## config.mk

```make
export PLATFORM = sky130hd
export DESIGN_NAME = smc_top
export DESIGN_NICKNAME = d
export VERILOG_FILES = /design/src/common/smc_pkg.sv /design/src/common/smc_pos_if.sv /design/src/hw/smc_pos.sv /design/src/hw/smc_top.sv
export SDC_FILE = /design/constraint.sdc
export NUM_CORES = 1
export LEC_CHECK = 0
export BUFFER_PORTS_ARGS = -buffer_cell sky130_fd_sc_hd__clkbuf_2
export CAP_MARGIN = 20
export CORE_MARGIN = 8
export CORE_UTILIZATION = 45
export DETAILED_ROUTE_END_ITERATION = 10
export HOLD_SLACK_MARGIN = 0.12
export PLACE_DENSITY = 0.69
export SLEW_MARGIN = 30
export SYNTH_ARGS = -nofsm -noshare
export SYNTH_HDL_FRONTEND = slang
export SYNTH_SLANG_ARGS = --single-unit
export TNS_END_PERCENT = 30
```

## constraint.sdc

```tcl
create_clock -name ref_clk -period 6.42 [get_ports ref_clk]
set_input_delay 0 -clock ref_clk [delete_from_list [all_inputs] [get_ports ref_clk]]
set_output_delay 0 -clock ref_clk [all_outputs]
set_load 0.02 [all_outputs]
```

## src/common/smc_pkg.sv

```systemverilog
// Purpose: Shared constants and types of the servo motion command unit
// Assumes: 100 MHz ref_clk, 16-bit register words at word offsets
// Notes: Position halves are ordered high word first, for writes and reads
package smc_pkg;
   localparam int AW = 4;
   localparam int DW = 16;
   // Register offsets
   localparam logic [3:0] A_CMD = 4'h0;
   localparam logic [3:0] A_SPEED = 4'h1;
   localparam logic [3:0] A_ACCEL = 4'h2;
   localparam logic [3:0] A_TGT_HI = 4'h3;
   localparam logic [3:0] A_TGT_LO = 4'h4;
   localparam logic [3:0] A_POS_HI = 4'h5;
   localparam logic [3:0] A_POS_LO = 4'h6;
   localparam logic [3:0] A_STATUS = 4'h7;
   localparam logic [3:0] A_IRQ_STAT = 4'h8;
   localparam logic [3:0] A_IRQ_MASK = 4'h9;
   localparam logic [3:0] A_SLAVE = 4'hA;
   // Command codes written to A_CMD
   localparam logic [15:0] CMD_REL = 16'h0001;
   localparam logic [15:0] CMD_ABS = 16'h0002;
   localparam logic [15:0] CMD_HOME = 16'h0003;
   localparam logic [15:0] CMD_ZERO = 16'h0004;
   localparam logic [15:0] CMD_STOP = 16'h0005;
   localparam logic [15:0] CMD_CLR = 16'h0006;
   // Limits and reset values
   localparam logic [15:0] SPEED_MIN = 16'h000F;
   localparam logic [15:0] SPEED_MAX = 16'h0FA0;
   localparam logic [15:0] SPEED_RST = 16'h0064;
   localparam logic [15:0] ACCEL_RST = 16'h000A;
   localparam logic [7:0] ADDR_MIN = 8'h01;
   localparam logic [7:0] ADDR_MAX = 8'hF7;
   localparam logic [7:0] SLAVE_RST = 8'h01;
   localparam logic [31:0] POS_HOME = 32'h0000_0000;
   localparam logic [15:0] WORD_ZERO = 16'h0000;
   // Status and interrupt bit positions
   localparam int ST_BUSY_B = 0;
   localparam int ST_ERR_B = 1;
   localparam int ST_DIR_B = 2;
   localparam int ST_ESTOP_B = 3;
   localparam int IRQ_DONE = 0;
   localparam int IRQ_ERR = 1;
   localparam int IRQ_REJ = 2;
   localparam int IRQ_BAD = 3;
   localparam int IRQ_W = 4;
   // Timing
   localparam int CLK_HZ = 100_000_000;
   localparam int CLK_PERIOD_NS = 10;
   localparam int CPR = 4000;
   localparam int ACC_TICK_NS = 1_000_000;
   localparam int ACC_TICK_DEF = ACC_TICK_NS / CLK_PERIOD_NS;
   localparam int TICK_W = 17;
   // Step phase accumulator wraps at this many rpm-cycles per count
   localparam int ACC_W = 21;
   localparam logic [ACC_W-1:0] STEP_LIM = ACC_W'(CLK_HZ / CPR * 60);
   typedef enum logic [1:0] {S_IDLE, S_MOVE, S_ESTOP} smc_state_t;
endpackage : smc_pkg

```

## src/common/smc_pos_if.sv

```systemverilog
// Purpose: Carrier between motion control and the position counter
// Assumes: Single ref_clk domain
// Notes: step is a one-cycle pulse
`timescale 1ns/1ns
interface smc_pos_if;
   logic step;
   logic dir;
   logic zero;
   logic [31:0] target;
   logic [31:0] pos;
   logic at_tgt;
   logic tgt_ahead;
   modport ctl (output step, output dir, output zero, output target,
                input pos, input at_tgt, input tgt_ahead);
   modport cnt (input step, input dir, input zero, input target,
                output pos, output at_tgt, output tgt_ahead);
endinterface : smc_pos_if

```

## src/hw/smc_pos.sv

```systemverilog
// Purpose: Signed 32-bit absolute position counter and target compare
// Assumes: At most one count per cycle
// Notes: Counter wraps silently past the two's-complement extremes
`timescale 1ns/1ns
module smc_pos
   import smc_pkg::*;
(
   input logic ref_clk,
   input logic reset_n,
   smc_pos_if.cnt pif
);
   logic [31:0] pos_r;
   logic [31:0] diff;

   always_ff @(posedge ref_clk)
   begin
      if (!reset_n)
         pos_r <= POS_HOME;
      else if (pif.zero)
         pos_r <= POS_HOME;
      else if (pif.step)
         pos_r <= pif.dir ? pos_r + 32'h0000_0001 : pos_r - 32'h0000_0001;
   end

   // Signed distance picks the short way round
   assign diff = pif.target - pos_r;
   assign pif.pos = pos_r;
   assign pif.at_tgt = (pos_r == pif.target);
   assign pif.tgt_ahead = !diff[31];
endmodule : smc_pos

```

## src/hw/smc_top.sv

```systemverilog
// Purpose: Motion command, speed ramp and position tracking of a servo drive
// Assumes: Serial front end decodes frames into word register accesses
// Notes: Step/direction inputs bypass the speed ramp entirely
`timescale 1ns/1ns
// Overview of operation
// - Speed accepted only within 15..4000 rpm
// - Settings steer bus moves, not step inputs
// - Unreachable speed flags error, emergency stop
// - Relative move adds signed count to position
// - Speed and acceleration change during moves
// - Motion commands ignored unless idle, except stop
// - Stop halts motion and returns idle
// - Position values travel as two words
// - Signed 32-bit absolute counter is readable
// - Set home zeroes the absolute counter
// - Absolute and home moves run to target
// - Answer only at slave address 1..247
module smc_top
   import smc_pkg::*;
#(
   parameter int ACC_TICK_CYC = ACC_TICK_DEF
)
(
   input logic ref_clk,
   input logic reset_n,
   input logic [AW-1:0] reg_addr,
   input logic [DW-1:0] reg_wdata,
   input logic reg_wr,
   input logic reg_rd,
   output logic [DW-1:0] reg_rdata,
   input logic [7:0] frame_slave,
   input logic ext_step,
   input logic ext_dir,
   input logic speed_fault,
   output logic motor_step,
   output logic motor_dir,
   output logic estop,
   output logic irq
);
   smc_state_t state_r, state_nxt;
   logic sel, wr_ok, rd_ok, cmd_wr;
   logic go_rel, go_abs, go_home, go_zero, go_stop, go_clr;
   logic is_motion, accept, reject;
   logic spd_wr, spd_ok, slv_wr, slv_ok, bad_val, done_ev, err_ev;
   logic [15:0] speed_r, accel_r, tgt_hi_r, tgt_lo_r, cur_spd_r, ramp_nxt;
   logic [15:0] pos_lo_sh_r, rd_mux, status_w, rdata_r;
   logic [16:0] ramp_up;
   logic [7:0] slave_r;
   logic [IRQ_W-1:0] irq_stat_r, irq_mask_r, irq_ev;
   logic err_r;
   logic [31:0] delta, target_r;
   logic [ACC_W-1:0] acc_r, acc_sum;
   logic [TICK_W-1:0] tick_cnt_r;
   logic acc_tick, rate_tick, bus_step, step_now, dir_now;
   logic mstep_r, mdir_r;

   smc_pos_if pif();

   smc_pos u_pos
   (
      .ref_clk(ref_clk),
      .reset_n(reset_n),
      .pif(pif.cnt)
   );

   // Register access decode
   assign sel = (frame_slave == slave_r);
   assign wr_ok = reg_wr && sel;
   assign rd_ok = reg_rd && sel;
   assign cmd_wr = wr_ok && (reg_addr == A_CMD);
   assign go_rel = cmd_wr && (reg_wdata == CMD_REL);
   assign go_abs = cmd_wr && (reg_wdata == CMD_ABS);
   assign go_home = cmd_wr && (reg_wdata == CMD_HOME);
   assign go_zero = cmd_wr && (reg_wdata == CMD_ZERO);
   assign go_stop = cmd_wr && (reg_wdata == CMD_STOP);
   assign go_clr = cmd_wr && (reg_wdata == CMD_CLR);
   assign is_motion = go_rel || go_abs || go_home || go_zero;
   assign accept = is_motion && (state_r == S_IDLE);
   assign reject = is_motion && (state_r != S_IDLE);
   assign spd_wr = wr_ok && (reg_addr == A_SPEED);
   assign spd_ok = (reg_wdata >= SPEED_MIN) && (reg_wdata <= SPEED_MAX);
   assign slv_wr = wr_ok && (reg_addr == A_SLAVE);
   assign slv_ok = (reg_wdata >= {8'h00, ADDR_MIN}) && (reg_wdata <= {8'h00, ADDR_MAX});
   assign bad_val = (spd_wr && !spd_ok) || (slv_wr && !slv_ok);
   assign delta = {tgt_hi_r, tgt_lo_r};

   // Motion state
   always_comb
   begin
      state_nxt = state_r;
      case (state_r)
         S_IDLE:
         begin
            if (accept && !go_zero)
               state_nxt = S_MOVE;
         end
         S_MOVE:
         begin
            if (speed_fault)
               state_nxt = S_ESTOP;
            else if (go_stop || pif.at_tgt)
               state_nxt = S_IDLE;
         end
         S_ESTOP:
         begin
            if (go_clr)
               state_nxt = S_IDLE;
         end
         default:
            state_nxt = S_IDLE;
      endcase
   end

   always_ff @(posedge ref_clk)
   begin
      if (!reset_n)
         state_r <= S_IDLE;
      else
         state_r <= state_nxt;
   end

   assign done_ev = (state_r == S_MOVE) && !speed_fault && (go_stop || pif.at_tgt);
   assign err_ev = (state_r == S_MOVE) && speed_fault;

   // Move target, fixed at acceptance
   always_ff @(posedge ref_clk)
   begin
      if (!reset_n)
         target_r <= POS_HOME;
      else if (accept && go_rel)
         target_r <= pif.pos + delta;
      else if (accept && go_abs)
         target_r <= delta;
      else if (accept && go_home)
         target_r <= POS_HOME;
   end

   // Settings registers, writable at any time
   always_ff @(posedge ref_clk)
   begin
      if (!reset_n)
         speed_r <= SPEED_RST;
      else if (spd_wr && spd_ok)
         speed_r <= reg_wdata;
   end

   always_ff @(posedge ref_clk)
   begin
      if (!reset_n)
         accel_r <= ACCEL_RST;
      else if (wr_ok && (reg_addr == A_ACCEL))
         accel_r <= reg_wdata;
   end

   always_ff @(posedge ref_clk)
   begin
      if (!reset_n)
      begin
         tgt_hi_r <= WORD_ZERO;
         tgt_lo_r <= WORD_ZERO;
      end
      else
      begin
         if (wr_ok && (reg_addr == A_TGT_HI))
            tgt_hi_r <= reg_wdata;
         if (wr_ok && (reg_addr == A_TGT_LO))
            tgt_lo_r <= reg_wdata;
      end
   end

   always_ff @(posedge ref_clk)
   begin
      if (!reset_n)
         slave_r <= SLAVE_RST;
      else if (slv_wr && slv_ok)
         slave_r <= reg_wdata[7:0];
   end

   // Acceleration time base
   assign acc_tick = (tick_cnt_r == TICK_W'(ACC_TICK_CYC - 1));

   always_ff @(posedge ref_clk)
   begin
      if (!reset_n || acc_tick)
         tick_cnt_r <= '0;
      else
         tick_cnt_r <= tick_cnt_r + 1'b1;
   end

   // Speed ramp toward the setting; a new setting bends a running ramp
   assign ramp_up = {1'b0, cur_spd_r} + {1'b0, accel_r};

   always_comb
   begin
      ramp_nxt = cur_spd_r;
      if (cur_spd_r < speed_r)
         ramp_nxt = (ramp_up > {1'b0, speed_r}) ? speed_r : ramp_up[15:0];
      else if (cur_spd_r > speed_r)
         ramp_nxt = ((cur_spd_r - speed_r) > accel_r) ? cur_spd_r - accel_r : speed_r;
   end

   always_ff @(posedge ref_clk)
   begin
      if (!reset_n || (state_r != S_MOVE))
         cur_spd_r <= SPEED_MIN;
      else if (acc_tick)
         cur_spd_r <= ramp_nxt;
   end

   // Step rate from a phase accumulator, one count per overflow
   assign acc_sum = acc_r + ACC_W'(cur_spd_r);
   assign rate_tick = (state_r == S_MOVE) && (acc_sum >= STEP_LIM);

   always_ff @(posedge ref_clk)
   begin
      if (!reset_n || (state_r != S_MOVE))
         acc_r <= '0;
      else if (rate_tick)
         acc_r <= acc_sum - STEP_LIM;
      else
         acc_r <= acc_sum;
   end

   // A fault or stop in the same cycle suppresses the step
   assign bus_step = rate_tick && !pif.at_tgt && !speed_fault && !go_stop;
   assign step_now = bus_step || ((state_r == S_IDLE) && ext_step);
   assign dir_now = (state_r == S_MOVE) ? pif.tgt_ahead : ext_dir;
   assign pif.step = step_now;
   assign pif.dir = dir_now;
   assign pif.zero = accept && go_zero;
   assign pif.target = target_r;

   always_ff @(posedge ref_clk)
   begin
      if (!reset_n)
      begin
         mstep_r <= 1'b0;
         mdir_r <= 1'b0;
      end
      else
      begin
         mstep_r <= step_now;
         mdir_r <= dir_now;
      end
   end

   // Error flag, held until cleared
   always_ff @(posedge ref_clk)
   begin
      if (!reset_n)
         err_r <= 1'b0;
      else if (err_ev)
         err_r <= 1'b1;
      else if (go_clr)
         err_r <= 1'b0;
   end

   // Interrupts: set wins over the clearing read
   always_comb
   begin
      irq_ev = '0;
      irq_ev[IRQ_DONE] = done_ev;
      irq_ev[IRQ_ERR] = err_ev;
      irq_ev[IRQ_REJ] = reject;
      irq_ev[IRQ_BAD] = bad_val;
   end

   always_ff @(posedge ref_clk)
   begin
      if (!reset_n)
         irq_stat_r <= '0;
      else if (rd_ok && (reg_addr == A_IRQ_STAT))
         irq_stat_r <= irq_ev;
      else
         irq_stat_r <= irq_stat_r | irq_ev;
   end

   always_ff @(posedge ref_clk)
   begin
      if (!reset_n)
         irq_mask_r <= '0;
      else if (wr_ok && (reg_addr == A_IRQ_MASK))
         irq_mask_r <= reg_wdata[IRQ_W-1:0];
   end

   // High read latches the low half so the pair is coherent
   always_ff @(posedge ref_clk)
   begin
      if (!reset_n)
         pos_lo_sh_r <= WORD_ZERO;
      else if (rd_ok && (reg_addr == A_POS_HI))
         pos_lo_sh_r <= pif.pos[15:0];
   end

   always_comb
   begin
      status_w = WORD_ZERO;
      status_w[ST_BUSY_B] = (state_r == S_MOVE);
      status_w[ST_ERR_B] = err_r;
      status_w[ST_DIR_B] = mdir_r;
      status_w[ST_ESTOP_B] = (state_r == S_ESTOP);
   end

   always_comb
   begin
      case (reg_addr)
         A_SPEED: rd_mux = speed_r;
         A_ACCEL: rd_mux = accel_r;
         A_TGT_HI: rd_mux = tgt_hi_r;
         A_TGT_LO: rd_mux = tgt_lo_r;
         A_POS_HI: rd_mux = pif.pos[31:16];
         A_POS_LO: rd_mux = pos_lo_sh_r;
         A_STATUS: rd_mux = status_w;
         A_IRQ_STAT: rd_mux = {{(DW-IRQ_W){1'b0}}, irq_stat_r};
         A_IRQ_MASK: rd_mux = {{(DW-IRQ_W){1'b0}}, irq_mask_r};
         A_SLAVE: rd_mux = {8'h00, slave_r};
         default: rd_mux = WORD_ZERO;
      endcase
   end

   always_ff @(posedge ref_clk)
   begin
      if (!reset_n || !rd_ok)
         rdata_r <= WORD_ZERO;
      else
         rdata_r <= rd_mux;
   end

   assign reg_rdata = rdata_r;
   assign motor_step = mstep_r;
   assign motor_dir = mdir_r;
   assign estop = (state_r == S_ESTOP);
   assign irq = |(irq_stat_r & irq_mask_r);
endmodule : smc_top

```

==> impl_metrics.csv <==
group,metric,value,unit
status,status,"finished, final reports clean",
setup_path,slowest_stage,"o311a_1",
cts,postCtsResizedCells,0,
setup_path,rrSetupSlack,0.82,ns
cts,insertion_delay,0.57,ns
cts,clockBufferDepth,3,
routing,drtAntennaViolNets,0,
setup_path,cp.required,6.88,ns
setup_path,crit_buf_inv,2,
timing,clock_skew,0.0130,ns
setup_path,rr_endpoint,"cur_spd_r[2]$_SDFFE_PP1P_",
timing,hold_ws,0.243,ns
power,p_clk_share,44.0,%
synth,syn_nets,2300,
setup_path,reg2reg_from,"speed_r[1]$_SDFFE_PN0P_",
power,power_frac_seq,39.0,%
final_layout,nNetsFinal,2341,
setup_path,worstSetupEndpointType,"register",
synth,yosysUniqueCellTypes,92,
setup_path,cp_max_fo,12,
die,dieArea,44300,sq um
synth,async_flop_share,0,%
cts,clk_pin_slew,0.06,ns
cts,htreeDepth,1,
die,rows,71,
cts,cts_sinks,235,
die,start_util,45.4,%
place,dp_cells,2592,
timing,drv_slew,0,
setup_path,crit_family,"compound AO/OA/AOI/OAI gates",
timing,rsz0062_at_grt,"no",
setup_path,crit_arrival,6.06,ns
global_route,grt_pass1_vias,15400,
power,power.density,209,nW/um^2
die,die_w,211,um
power,p_int,2.84,mW
synth,ys_ff_latch,235,
synth,syn_inst,2100,
routing,wl_per_cell,20.2,um
min_path,hold_depth,7,
timing,tightest_slew,0.891,ns
routing,drtIter0Drc,1463,
cts,cts_tree,"done",
power,p_leak,7.91,nW
min_path,hp-start,"frame_slave[4]",
min_path,hold_path_class,"in -> reg",
routing,vias_per_cell,6.02,
synth,synth-edff-count,0,
setup_path,startpoint_type,"register",
global_route,antenna_found_initial,0,
synth,syn-mean-instance-area,8.11,sq um
cts,cts-root-buf,"clkbuf_16",
min_path,holdPathEnd,"irq_stat_r[3]$_SDFF_PN0_",
timing,relSlewSlack,40.0,%
final_layout,diodes,0,
global_route,grt_pass1_wl,84000,um
die,dieHeight,211,um
place,placed_cell_area,17800,sq um
routing,num_vias,16100,
global_route,gr-total-overflow,0,
power,swShare,28.9,%
die,ios,55,
timing,fin_setup_tns,0,ns
global_route,grt.total_usage,23.3,%
power,switching_power,1.16,mW
place,io_buffers,54,
power,peakVddDrop,0.201,mV
timing,setup_viol,0,
timing,min_period_over_period,87.2,%
synth,synth_warnings,0,
synth,synth_ff_type,"dfxtp_1",
routing,drc,0,
synth,synth_area,17000,sq um
final_layout,area_delta_synth_final,12.1,%
timing,final_hold_viol_count,0,
global_route,grt_max_degree,83,
setup_path,reg2reg_depth,24,
timing,post-route-min-period,5.60,ns
cts,cts_buffers,29,
routing,first_pass_iters,5,
place,dp_hpwl,40800,um
synth,synth-seq-area-share,27.6,%
routing,wl,53900,um
place,gp_congestion,0.951,
flow_run,cap_violations,0,
setup_path,slowest_delay,0.40,ns
power,power.combinational.fraction,16.9,%
final_layout,stdcell_area,19100,sq um
final_layout,final_cells,2674,
setup_path,path_class,"reg -> reg",
setup_path,path_cells,"inv_1, ha_1, nor2b_1, o21ai_0, a21boi_0, o21ai_0, a21boi_0, o21ai_0, a21boi_0, o31ai_1, a21oi_1, a21oi_1, xnor2_1, ha_1, a21o_1, a21o_1, a21oi_1, o21ai_0, o311a_1, inv_1, nand2_1, o221ai_1, a21oi_1, a211o_1",
final_layout,layout-drive-gt1-share,8.37,%
timing,fmax,179,MHz
die,core,37500,sq um
==> synthesized netlist by cell type, types with 23 or more instances <==
| library cell | instances | area (sq um) |
|---|---|---|
| a21oi_1 | 149 | 746 |
| mux2i_1 | 82 | 821 |
| ha_1 | 160 | 2000 |
| xor2_1 | 44 | 385 |
| dfxtp_1 | 235 | 4700 |
| nor3_1 | 51 | 255 |
| a221oi_1 | 42 | 368 |
| and3_1 | 23 | 144 |
| o21ai_0 | 103 | 515 |
| a22oi_1 | 48 | 360 |
| nand4_1 | 43 | 269 |
| xnor2_1 | 86 | 753 |
| clkbuf_1 | 86 | 323 |
| nor2b_1 | 105 | 657 |
| nand3_1 | 51 | 255 |
| nand2_1 | 114 | 428 |
| nor2_1 | 210 | 788 |
| or3_1 | 24 | 150 |
| a31oi_1 | 28 | 175 |
| nor4_1 | 26 | 163 |
| inv_1 | 105 | 394 |
==> state kept, by name (all words and copies together) (netlist names), 17 cells and up <==
signal,cells
pif.target,32
u_pos.pif.pos,32
tick_cnt_r,17
acc_r,21
==> metrics by stage <==
step | utilization, % | setup slack, ns | power (mW)
after detailed placement | 47.4 | 0.880 | 2.24
after global routing | 50.9 | 0.339 | 4.15
after global placement | 47.3 | 1.02 | 2.23
final | 50.9 | 0.825 | 4.00
after floorplan | - | 1.43 | 2.05
after CTS | 50.9 | 0.873 | 4.01
==> area by class of cell <==
class / count / area, sq um
fill: 3613 / 18400
multi-input combinational: 1657 / 11500
sequential: 235 / 4700
clock buffer: 41 / 861
timing repair buffer: 112 / 788
tap: 511 / 639
inverter: 106 / 398
clock inverter: 12 / 170
==> worst min-delay path: stages <==
cell	delay, ns
clkbuf_2	0.08
xnor2_1	0.06
nand4_1	0.07
nor2_1	0.14
nand2_1	0.17
o21ai_0	0.10
and2_1	0.15
==> power by group through the flow <==
stage	Clock, mW	Sequential, mW	Combinational [mW]
finish	1.76	1.56	0.677
global route	1.85	1.56	0.736
CTS	1.79	1.56	0.667
detailed placement	0	1.59	0.650
global placement	0	1.59	0.640
floorplan	0	1.55	0.495
==> what timing repair did <==
item / CTS / global route
buffers inserted: 0 / 0
hold endpoints to repair: 101 / 0
hold buffers: 29 / 0
==> placed cells by master (no fill, tap or decap), drive strengths merged, types with 43 or more instances in the layout <==
master and n:
a21oi 150, ha 160, o21ai 105, nand4 44, nor2b 105, nor2 212, dfxtp 235, a22oi 48
mux2i 82, nand2 114, nand3 51, nor3 53, a221oi 43, xnor2 86, inv 106, clkbuf 94
xor2 44
==> worst max path at each step <==
stage / endpoint / depth (start not counted) / start / slack, ns
after detailed placement: cur_spd_r[2]$_SDFFE_PP1P_ / 24 / speed_r[1]$_SDFFE_PN0P_ / 0.88
final: cur_spd_r[2]$_SDFFE_PP1P_ / 24 / speed_r[1]$_SDFFE_PN0P_ / 0.82
after global routing: cur_spd_r[13]$_SDFFE_PP0P_ / 24 / speed_r[1]$_SDFFE_PN0P_ / 0.34
after floorplan: u_pos.pif.pos[20]$_SDFFE_PP0P_ / 22 / u_pos.pif.pos[26]$_SDFFE_PP0P_ / 1.43
after CTS: cur_spd_r[2]$_SDFFE_PP1P_ / 24 / speed_r[1]$_SDFFE_PN0P_ / 0.87
after global placement: cur_spd_r[2]$_SDFFE_PP1P_ / 23 / cur_spd_r[1]$_SDFFE_PP1P_ / 1.02
==> logic make-up after synthesis <==
| kind of cell | count (synthesis) | synth area share [%] |
|---|---|---|
| AND/OR/NAND/NOR | 733 | 22.0 |
| AO/OA/AOI/OAI | 547 | 21.5 |
| flip-flops | 235 | 27.6 |
| buffers and inverters | 208 | 5.03 |
| adder cells (fa/ha/maj) | 165 | 12.3 |
| XOR/XNOR | 130 | 6.69 |
| multiplexers | 82 | 4.82 |
==> metal layers <==
metal / GRT usage [%] / share of wire [%] / up-vias
met2: 38.3 / 46 / 518
met1: 30.6 / 44 / 7744
met3: 3.18 / 5.9 / 118
met4: 9.22 / 3.8 / 0
li1: - / - / 7726
met5: 0 / 0 / -
No activity file was read; power rests on OpenSTA's default activity.
